## config.mk

```make
export PLATFORM = sky130hd
export DESIGN_NAME = fsic_ctrl
export DESIGN_NICKNAME = d
export VERILOG_FILES = /design/src/fsic_pkg.sv /design/src/fsic_ctrl.sv /design/src/fsic_prio.sv
export VERILOG_INCLUDE_DIRS = /design/src /design/src/src
export SDC_FILE = /design/constraint.sdc
export NUM_CORES = 1
export LEC_CHECK = 0
export BUFFER_PORTS_ARGS = -buffer_cell sky130_fd_sc_hd__buf_4
export CORE_MARGIN = 4
export CORE_UTILIZATION = 50
export CTS_BUF_LIST = sky130_fd_sc_hd__clkbuf_4 sky130_fd_sc_hd__clkbuf_8
export DETAILED_ROUTE_END_ITERATION = 12
export GPL_ROUTABILITY_DRIVEN = 0
export GPL_TIMING_DRIVEN = 0
export PLACE_DENSITY_LB_ADDON = 0.12
export SLEW_MARGIN = 0
export SYNTH_ARGS = -nofsm -noshare
export SYNTH_HDL_FRONTEND = slang
export SYNTH_HIERARCHICAL = 1
export SYNTH_SLANG_ARGS = --single-unit
```

## constraint.sdc

```tcl
create_clock -name clk -period 2.4 [get_ports clk]
set_input_delay 0.36 -clock clk [delete_from_list [all_inputs] [get_ports clk]]
set_output_delay 0.36 -clock clk [all_outputs]
set_load 0.01 [all_outputs]
```

## src/fsic_consts.svh

```systemverilog
// constants for the five source interrupt controller: bit map, resets, vectors
`ifndef FSIC_CONSTS_SVH
`define FSIC_CONSTS_SVH

// number of request sources, index order equals priority order
`define FSIC_NUM_SRC      5
`define FSIC_SRC_EXT      0
`define FSIC_SRC_TMRB     1
`define FSIC_SRC_TMRC     2
`define FSIC_SRC_ADC      3
`define FSIC_SRC_SER      4

// ram bit locations of the control bits
`define FSIC_LOC_EXT      2'h0
`define FSIC_LOC_TMR      2'h2
`define FSIC_LOC_ADSER    2'h3

// bit positions inside a location
`define FSIC_BIT_IE       2'h0
`define FSIC_BIT_EXT_FLG  2'h2
`define FSIC_BIT_EXT_MSK  2'h3
`define FSIC_BIT_LO_FLG   2'h0
`define FSIC_BIT_LO_MSK   2'h1
`define FSIC_BIT_HI_FLG   2'h2
`define FSIC_BIT_HI_MSK   2'h3

// reset values
`define FSIC_RST_IE       1'h0
`define FSIC_RST_FLAGS    5'h00
`define FSIC_RST_MASKS    5'h1F

// vector addresses, program counter width
`define FSIC_PC_W         14
`define FSIC_VEC_EXT      14'h0002
`define FSIC_VEC_TMRB     14'h0004
`define FSIC_VEC_TMRC     14'h0006
`define FSIC_VEC_ADC      14'h0008
`define FSIC_VEC_SER      14'h000A

`endif

```

## src/fsic_pkg.sv

```systemverilog
// types shared by the interrupt controller files
package fsic_pkg;
  `include "fsic_consts.svh"

  // entry sequence states, one-hot
  typedef enum logic [3:0] {
    ST_IDLE = 4'h1,
    ST_CYC1 = 4'h2,
    ST_CYC2 = 4'h4,
    ST_CYC3 = 4'h8
  } fsic_state_t;

  // bit set / reset / test request from the cpu core
  typedef struct packed {
    logic [1:0] loc;
    logic [1:0] bitSel;
    logic       setReq;
    logic       clrReq;
    logic       testReq;
  } fsic_bitop_t;

  // one-cycle hardware events from the peripherals
  typedef struct packed {
    logic timerBOvf;
    logic timerCOvf;
    logic adcDone;
    logic serialDone;
  } fsic_events_t;

  // entry sequence strobes towards the cpu sequencer
  typedef struct packed {
    logic finishInstr;
    logic pushFlags;
    logic pushPc;
    logic loadVector;
  } fsic_entry_t;
endpackage

```

## src/fsic_ctrl.sv

```systemverilog
// five source interrupt controller: ram bit flags, priority, entry sequence
`timescale 1ns/1ps
`include "fsic_consts.svh"
module fsic_ctrl
  import fsic_pkg::*;
(
  input  wire logic                       clk,
  input  wire logic                       sys_rst,
  input  wire fsic_pkg::fsic_bitop_t      bitOp,
  output logic                            testData_q,
  input  wire logic                       extIrqPin_n,
  input  wire logic                       extPinSelect,
  input  wire fsic_pkg::fsic_events_t     events,
  input  wire logic                       returnFromInterrupt,
  input  wire logic                       stackCarry,
  input  wire logic                       stackStatus,
  output logic                            flagRestore_q,
  output logic                            carryFlag_q,
  output logic                            branchStatusFlag_q,
  output fsic_pkg::fsic_entry_t           entry,
  output logic [`FSIC_PC_W-1:0]           vectorAddr_q,
  output logic                            pendingRequest,
  output logic                            globalIrqEnable
);

  logic [4:0]            flag_q, flag_d;       // request flags, priority order
  logic [4:0]            mask_q, mask_d;       // mask bits, 1 = masked
  logic                  ie_q, ie_d;           // global enable
  logic                  pinPrev_q, pinPrev_d; // last pin level for edge detect
  logic                  test_d;
  logic [4:0]            evt;                  // hardware set events
  logic [4:0]            flagSet, flagClr, maskSet, maskClr;
  logic                  ieSet, ieClr;
  logic [4:0]            active, grant;
  logic [`FSIC_PC_W-1:0] vecSel, vec_d;
  logic                  anyActive, accept;
  logic                  rest_d, carry_d, status_d;
  fsic_state_t           state_q, state_d;

  // true when the bit op addresses a given location and bit
  function automatic logic bitHit(input fsic_bitop_t op, input logic [1:0] l,
                                  input logic [1:0] b);
    bitHit = (op.loc == l) && (op.bitSel == b);
  endfunction

  // map all events onto the source index order
  always_comb begin
    evt = 5'h00;
    evt[`FSIC_SRC_EXT]  = extPinSelect & pinPrev_q & ~extIrqPin_n;
    evt[`FSIC_SRC_TMRB] = events.timerBOvf;
    evt[`FSIC_SRC_TMRC] = events.timerCOvf;
    evt[`FSIC_SRC_ADC]  = events.adcDone;
    evt[`FSIC_SRC_SER]  = events.serialDone;
  end

  // decode bit set/reset onto flags, masks and enable
  always_comb begin
    flagSet = 5'h00;
    flagClr = 5'h00;
    maskSet = 5'h00;
    maskClr = 5'h00;
    ieSet   = bitOp.setReq & bitHit(bitOp, `FSIC_LOC_EXT, `FSIC_BIT_IE);
    ieClr   = bitOp.clrReq & bitHit(bitOp, `FSIC_LOC_EXT, `FSIC_BIT_IE);
    flagSet[`FSIC_SRC_EXT]  = bitHit(bitOp, `FSIC_LOC_EXT, `FSIC_BIT_EXT_FLG);
    maskSet[`FSIC_SRC_EXT]  = bitHit(bitOp, `FSIC_LOC_EXT, `FSIC_BIT_EXT_MSK);
    flagSet[`FSIC_SRC_TMRB] = bitHit(bitOp, `FSIC_LOC_TMR, `FSIC_BIT_LO_FLG);
    maskSet[`FSIC_SRC_TMRB] = bitHit(bitOp, `FSIC_LOC_TMR, `FSIC_BIT_LO_MSK);
    flagSet[`FSIC_SRC_TMRC] = bitHit(bitOp, `FSIC_LOC_TMR, `FSIC_BIT_HI_FLG);
    maskSet[`FSIC_SRC_TMRC] = bitHit(bitOp, `FSIC_LOC_TMR, `FSIC_BIT_HI_MSK);
    flagSet[`FSIC_SRC_ADC]  = bitHit(bitOp, `FSIC_LOC_ADSER, `FSIC_BIT_LO_FLG);
    maskSet[`FSIC_SRC_ADC]  = bitHit(bitOp, `FSIC_LOC_ADSER, `FSIC_BIT_LO_MSK);
    flagSet[`FSIC_SRC_SER]  = bitHit(bitOp, `FSIC_LOC_ADSER, `FSIC_BIT_HI_FLG);
    maskSet[`FSIC_SRC_SER]  = bitHit(bitOp, `FSIC_LOC_ADSER, `FSIC_BIT_HI_MSK);
    // address hits turned into strobes; a set on a flag is simply dropped
    flagClr = flagSet & {5{bitOp.clrReq}};
    maskClr = maskSet & {5{bitOp.clrReq}};
    maskSet = maskSet & {5{bitOp.setReq}};
  end

  // bit test read mux, unmapped bits read zero
  always_comb begin
    test_d = 1'b0;
    if (bitOp.testReq) begin
      case (bitOp.loc)
        `FSIC_LOC_EXT: begin
          test_d = bitOp.bitSel == `FSIC_BIT_IE      ? ie_q :
                   bitOp.bitSel == `FSIC_BIT_EXT_FLG ? flag_q[`FSIC_SRC_EXT] :
                   bitOp.bitSel == `FSIC_BIT_EXT_MSK ? mask_q[`FSIC_SRC_EXT] : 1'b0;
        end
        `FSIC_LOC_TMR: begin
          test_d = bitOp.bitSel[1] ?
                   (bitOp.bitSel[0] ? mask_q[`FSIC_SRC_TMRC] : flag_q[`FSIC_SRC_TMRC]) :
                   (bitOp.bitSel[0] ? mask_q[`FSIC_SRC_TMRB] : flag_q[`FSIC_SRC_TMRB]);
        end
        `FSIC_LOC_ADSER: begin
          test_d = bitOp.bitSel[1] ?
                   (bitOp.bitSel[0] ? mask_q[`FSIC_SRC_SER] : flag_q[`FSIC_SRC_SER]) :
                   (bitOp.bitSel[0] ? mask_q[`FSIC_SRC_ADC] : flag_q[`FSIC_SRC_ADC]);
        end
        default: begin
          test_d = 1'b0;
        end
      endcase
    end
  end

  // a source counts only with flag set and mask clear
  assign active         = flag_q & ~mask_q;
  assign pendingRequest = anyActive;        // standby wake does not look at enable
  assign accept         = (state_q == ST_IDLE) & ie_q & anyActive;

  // fixed priority decode; vector picked at acceptance
  fsic_prio uPrio (
    .active    (active),
    .grant     (grant),
    .vector    (vecSel),
    .anyActive (anyActive)
  );

  // flag, mask and enable next values
  always_comb begin
    flag_d    = (flag_q & ~flagClr) | evt; // set wins over a clear in the same cycle
    mask_d    = (mask_q & ~maskClr) | maskSet;
    pinPrev_d = extIrqPin_n;
    ie_d      = ie_q;
    if (ieSet | returnFromInterrupt) begin
      ie_d = 1'b1;
    end
    if (ieClr) begin
      ie_d = 1'b0;
    end
    if (state_q == ST_CYC2) begin
      ie_d = 1'b0; // entry wins over any write
    end
  end

  // entry sequence: finish, push flags, push pc and jump
  always_comb begin
    state_d = state_q;
    vec_d   = vectorAddr_q;
    case (state_q)
      ST_IDLE: begin
        if (accept) begin
          state_d = ST_CYC1;
          vec_d   = vecSel;
        end
      end
      ST_CYC1: begin
        state_d = ST_CYC2;
      end
      ST_CYC2: begin
        state_d = ST_CYC3;
      end
      ST_CYC3: begin
        state_d = ST_IDLE;
      end
      default: begin
        state_d = ST_IDLE; // recover from a broken one-hot code
      end
    endcase
  end

  // strobes are decoded straight from the state
  always_comb begin
    entry.finishInstr = state_q == ST_CYC1;
    entry.pushFlags   = state_q == ST_CYC2;
    entry.pushPc      = (state_q == ST_CYC2) | (state_q == ST_CYC3);
    entry.loadVector  = state_q == ST_CYC3;
  end

  // interrupt return hands back the stacked carry and status
  always_comb begin
    rest_d   = returnFromInterrupt;
    carry_d  = returnFromInterrupt ? stackCarry  : carryFlag_q;
    status_d = returnFromInterrupt ? stackStatus : branchStatusFlag_q;
  end

  assign globalIrqEnable = ie_q;

  // register everything; synchronous reset
  always_ff @(posedge clk) begin
    if (sys_rst) begin
      flag_q             <= `FSIC_RST_FLAGS;
      mask_q             <= `FSIC_RST_MASKS;
      ie_q               <= `FSIC_RST_IE;
      pinPrev_q          <= 1'b1;
      testData_q         <= 1'b0;
      state_q            <= ST_IDLE;
      vectorAddr_q       <= `FSIC_VEC_EXT;
      flagRestore_q      <= 1'b0;
      carryFlag_q        <= 1'b0;
      branchStatusFlag_q <= 1'b1;
    end else begin
      flag_q             <= flag_d;
      mask_q             <= mask_d;
      ie_q               <= ie_d;
      pinPrev_q          <= pinPrev_d;
      testData_q         <= test_d;
      state_q            <= state_d;
      vectorAddr_q       <= vec_d;
      flagRestore_q      <= rest_d;
      carryFlag_q        <= carry_d;
      branchStatusFlag_q <= status_d;
    end
  end
endmodule

```

## src/fsic_prio.sv

```systemverilog
// fixed priority decode of active requests into grant and vector
`timescale 1ns/1ps
`include "fsic_consts.svh"
module fsic_prio
  import fsic_pkg::*;
(
  input  wire logic [4:0]            active,
  output logic      [4:0]            grant,
  output logic      [`FSIC_PC_W-1:0] vector,
  output logic                       anyActive
);
  // lowest index wins: ext, timer b, timer c, adc, serial
  always_comb begin
    grant     = 5'h00;
    vector    = `FSIC_VEC_SER;
    anyActive = |active;
    if (active[`FSIC_SRC_EXT]) begin
      grant[`FSIC_SRC_EXT] = 1'b1;
      vector = `FSIC_VEC_EXT;
    end else if (active[`FSIC_SRC_TMRB]) begin
      grant[`FSIC_SRC_TMRB] = 1'b1;
      vector = `FSIC_VEC_TMRB;
    end else if (active[`FSIC_SRC_TMRC]) begin
      grant[`FSIC_SRC_TMRC] = 1'b1;
      vector = `FSIC_VEC_TMRC;
    end else if (active[`FSIC_SRC_ADC]) begin
      grant[`FSIC_SRC_ADC] = 1'b1;
      vector = `FSIC_VEC_ADC;
    end else if (active[`FSIC_SRC_SER]) begin
      grant[`FSIC_SRC_SER] = 1'b1;
      vector = `FSIC_VEC_SER;
    end
  end
endmodule

```

* Word-level counts from Yosys, hierarchy flattened
Index checks and enable logic that the tools add are counted.
** Storage, ports and cells
- Register bits after elaboration :: 34
- Input port bits :: 18
- Logic and storage cells :: 74
** Cells by class
- Equal/unequal tests :: 10
- Muxes and demuxes :: 16
- Bitwise operators :: 21
- Reduce and logical (&&, ||, !) cells :: 17
** Operators with widths (number)
- $mux 14 :: 3
- $and 5x5->5 :: 6
- $not 5->5 :: 3
- $pmux 4 s3 :: 1
- $logic_and 1x1->1 :: 11
- $or 5x5->5 :: 2
- $mux 1 :: 9
- $eq 2x2->1 const B :: 4
- $and 1x1->1 :: 6
- $reduce_or 5->1 :: 1
- $eq 4x1->1 const B :: 1
- $eq 4x2->1 const B :: 1
- $eq 4x3->1 const B :: 1
- $eq 4x4->1 const B :: 1
- $logic_not 2->1 :: 2
- $mux 4 :: 1
- $pmux 1 s3 :: 1
- $reduce_or 3->1 :: 1
- $eq 2x1->1 const B :: 1
- $mux 2 :: 1
- $ne 2x2->1 const B :: 1
- $not 1->1 :: 2
- $or 1x1->1 :: 2
- $reduce_and 2->1 :: 1
- $reduce_or 2->1 :: 1

* Depth between registers and ports, before layout
- Depth in word-level cells :: 6
- Depth in mapped cells :: 8

* By module
Netlist, hierarchy kept.
** Modules (own cells, without submodules)
- fsic_ctrl :: instances 1, cells each 170, area an instance 1541.5 µm², sequential area each 680.7 µm²
- fsic_prio :: instances 1, cells each 23, area an instance 163.9 µm², sequential area each 0.0 µm²

* Least setup slack after synthesis
OpenSTA, ideal clock, no wires.
- Path kind :: register to register
- Start :: register flag_q[1]
- End :: register vectorAddr_q[1]
- Library setup time :: 0.121 ns
- Arrival :: 1.733 ns
- Slack :: 0.546 ns
- Stages on the path, launching flop included :: 9
- Path through :: dfxtp_1 nor2b_1 nor3_2 or3b_1 and3_1 clkbuf_2 buf_2 nand3_1 nand3_1
** On the way
- Word-level cells in the longest chain between the ends :: 4
** RTL lines
- start: declaration :: RTL line fsic_ctrl.sv:26 : logic [4:0] flag_q, flag_d;
- start signal: assignment :: RTL line fsic_ctrl.sv:183 : flag_q <= `FSIC_RST_FLAGS;
- start signal: assignment :: RTL line fsic_ctrl.sv:194 : flag_q <= flag_d;
- $and 5x5->5 :: RTL line fsic_ctrl.sv:108 : assign active = flag_q & ~mask_q;
- named net active[1] :: RTL line fsic_ctrl.sv:34 : logic [4:0] active, grant;
- $reduce_or 5->1 :: RTL line fsic_prio.sv:16 : anyActive = |active;
- named net pendingRequest :: RTL line fsic_ctrl.sv:22 : output logic pendingRequest,
- $and 1x1->1 :: RTL line fsic_ctrl.sv:110 : assign accept = (state_q == ST_IDLE) & ie_q & anyActive;
- $reduce_and 2->1 (no source line)
- end signal: assignment :: RTL line fsic_ctrl.sv:189 : vectorAddr_q <= `FSIC_VEC_EXT;
- end signal: assignment :: RTL line fsic_ctrl.sv:200 : vectorAddr_q <= vec_d;
- end: declaration :: RTL line fsic_ctrl.sv:21 : output logic [`FSIC_PC_W-1:0] vectorAddr_q,
The timed path passes the listed nets, and every way through them passes these cells.
A chain may end at the register's enable or synchronous reset.

* Final worst setup path
- Start :: register flag_q[1]
- End :: output pendingRequest
** On the way
- Word-level cells in the longest chain between the ends :: 2
** RTL lines (RTL line)
- $and 5x5->5 :: fsic_ctrl.sv:108
- named net active[1] :: fsic_ctrl.sv:34
- $reduce_or 5->1 :: fsic_prio.sv:16
- end: declaration :: fsic_ctrl.sv:22
The timed path passes the listed nets, and every way through them passes these cells.

==> impl_metrics.json <==
{
  "status": "completed",
  "htreeDepth": 2,
  "clock-sinks": 34,
  "fillCellCount": 290,
  "via_count": 1485,
  "holdCritStartpoint": "extIrqPin_n",
  "reg2reg_depth": 8,
  "final_util_pct": 67.7,
  "leakagePower_nw": 0.908,
  "drtIter0Drc": 53,
  "dp_hpwl_mm": 2.71,
  "drtAntennaViolNets": 0,
  "r2r_end": "vectorAddr_q[1]$_SDFFE_PP1P_",
  "cts_buffers": 5,
  "cts_hold_buf": 0,
  "startpoint_type": "flop",
  "pwr-share-seq_pct": 55.8,
  "swShare_pct": 24.0,
  "cp-end-kind": "output port",
  "die_h_um": 65.8,
  "die_w_um": 65.8,
  "antenna_found_initial": 0,
  "dr.pass1.iters": 4,
  "final-max-slew-violation-count": 0,
  "grt_pass1_vias": 1285,
  "setup_violations": 0,
  "fp.dieArea_um2": 4320,
  "criticalPathCategory": "flop to output port",
  "p_per_area_nw_per_um2": 501,
  "drive_above_1_share_pct": 35.1,
  "syn_avg_cell_area_um2": 8.87,
  "layout_commonest_cell": "buf_4",
  "holdPathEnd": "pinPrev_q$_SDFF_PP1_",
  "finClkSkew_ns": 0.0107,
  "core_area_um2": 3130,
  "cts-root-buf": "clkbuf_4",
  "area.growth.synth_to_final_pct": 26.9,
  "routed_via_density": 5.14,
  "final_cell_mix": "buf_4 (51), dfxtp_1 (34), nand3_1 (22)",
  "wl_mm": 3.61,
  "finalHoldViolCount": 0,
  "clockBufferDepth": 2,
  "clock_latency_ns": 0.33,
  "cts_tree": "built",
  "clkPwrFrac_pct": 31.6,
  "path_clk_slew_ns": 0.10,
  "rsz0062_at_grt": "false",
  "intPower_w": 0.000806,
  "min_period_ns": 1.95,
  "pin_count": 42,
  "finalSetupTns_ns": 0,
  "worstHoldPathType": "input port to flop",
  "n_antenna_cell": 0,
  "track_usage_pct": 17.4,
  "cts_setup_buffers": 0,
  "cp.required_ns": 2.04,
  "cp.arrival_ns": 1.59,
  "netlist_area_um2": 1670,
  "drc": 0,
  "netSwitchingPower_w": 0.000254,
  "worstPathMaxFanout": 3,
  "drv_cap": 0,
  "nets": 262,
  "grt_max_degree": 11,
  "numPortBuffers": 39,
  "start_util_pct": 53.3,
  "r2r_setup_slack_ns": 0.51,
  "route.detailed.wl_per_inst_um": 12.5,
  "grt_pass1_wl_mm": 5.73,
  "ir_drop_mv": 0.323,
  "rr_startpoint": "flag_q[1]$_SDFF_PP0_",
  "grt-ovfl-total": 0,
  "hold_path_depth": 2,
  "combPwrFrac_pct": 12.6,
  "ctsResizeCount": 0,
  "max_freq_mhz": 512,
  "synth_cells": 188,
  "period_share_pct": 81.3,
  "yosysWarnings": 6,
  "rows": 20
}
==> critical path, stage by stage, from the launching register on <==
cell and delay [ns]:
dfxtp_1 0.33, nor2b_1 0.17, nor3_2 0.20, or3b_1 0.41, buf_4 0.16
==> stage by stage <==
| step | power (W) | cells | hold slack, ns | instance area [µm²] | setup slack (ns) |
|---|---|---|---|---|---|
| after global placement | 0.000735 | 281 | 0.432 | 2050 | 0.529 |
| after detailed placement | 0.000738 | 281 | 0.442 | 2050 | 0.541 |
| after floorplan | 0.000687 | 198 | 0.414 | 1710 | 0.609 |
| after CTS | 0.00107 | 289 | 0.215 | 2120 | 0.441 |
| after global routing | 0.00111 | 289 | 0.205 | 2120 | 0.379 |
| final | 0.00106 | 289 | 0.226 | 2120 | 0.448 |
==> how the worst max path moves through the flow <==
stage	endpoint	startpoint
floorplan	vectorAddr_q[1]$_SDFFE_PP1P_	flag_q[1]$_SDFF_PP0_
global placement	vectorAddr_q[1]$_SDFFE_PP1P_	flag_q[1]$_SDFF_PP0_
detailed placement	vectorAddr_q[1]$_SDFFE_PP1P_	flag_q[1]$_SDFF_PP0_
CTS	pendingRequest	flag_q[1]$_SDFF_PP0_
global route	entry[1]	state_q[2]$_SDFFE_PP0P_
finish	pendingRequest	flag_q[1]$_SDFF_PP0_
==> registers in the layout, summed over array words and instances (netlist names) <==
| register | cells |
|---|---|
| vectorAddr_q | 14 |
| flag_q | 5 |
| mask_q | 5 |
| state_q | 4 |
| branchStatusFlag_q | 1 |
| carryFlag_q | 1 |
| flagRestore_q | 1 |
| globalIrqEnable | 1 |
| pinPrev_q | 1 |
| testData_q | 1 |
==> cell type report <==
| type | instances | area [µm²] | share of cell area (%) |
|---|---|---|---|
| inverters | 6 | 22.5 | 1.06 |
| clock buffers | 7 | 58.8 | 2.78 |
| flip-flops and latches | 34 | 681 | 32.2 |
| well taps | 44 | 55.1 | 2.60 |
| repair buffers | 39 | 293 | 13.8 |
| multi-input cells | 134 | 830 | 39.2 |
| clock inverters | 1 | 5.00 | 0.236 |
| plain buffers | 24 | 173 | 8.16 |
==> routing by layer <==
metal	global-route usage (%)	share of wire (%)	vias to the layer above
li1	-	-	758
met1	22.5	46	674
met2	27.4	46	48
met3	4.44	7.1	5
met4	6.99	1.5	0
met5	0	0	-
==> power by group through the flow <==
stage	Sequential [W]	Combinational, W	Clock, W
after CTS	0.000592	0.000134	0.000345
after detailed placement	0.000605	0.000133	0
after global placement	0.000604	0.000131	0
final	0.000592	0.000134	0.000335
after global routing	0.000594	0.000147	0.000373
after floorplan	0.000606	0.0000814	0
No activity file was read; power rests on OpenSTA's default activity.
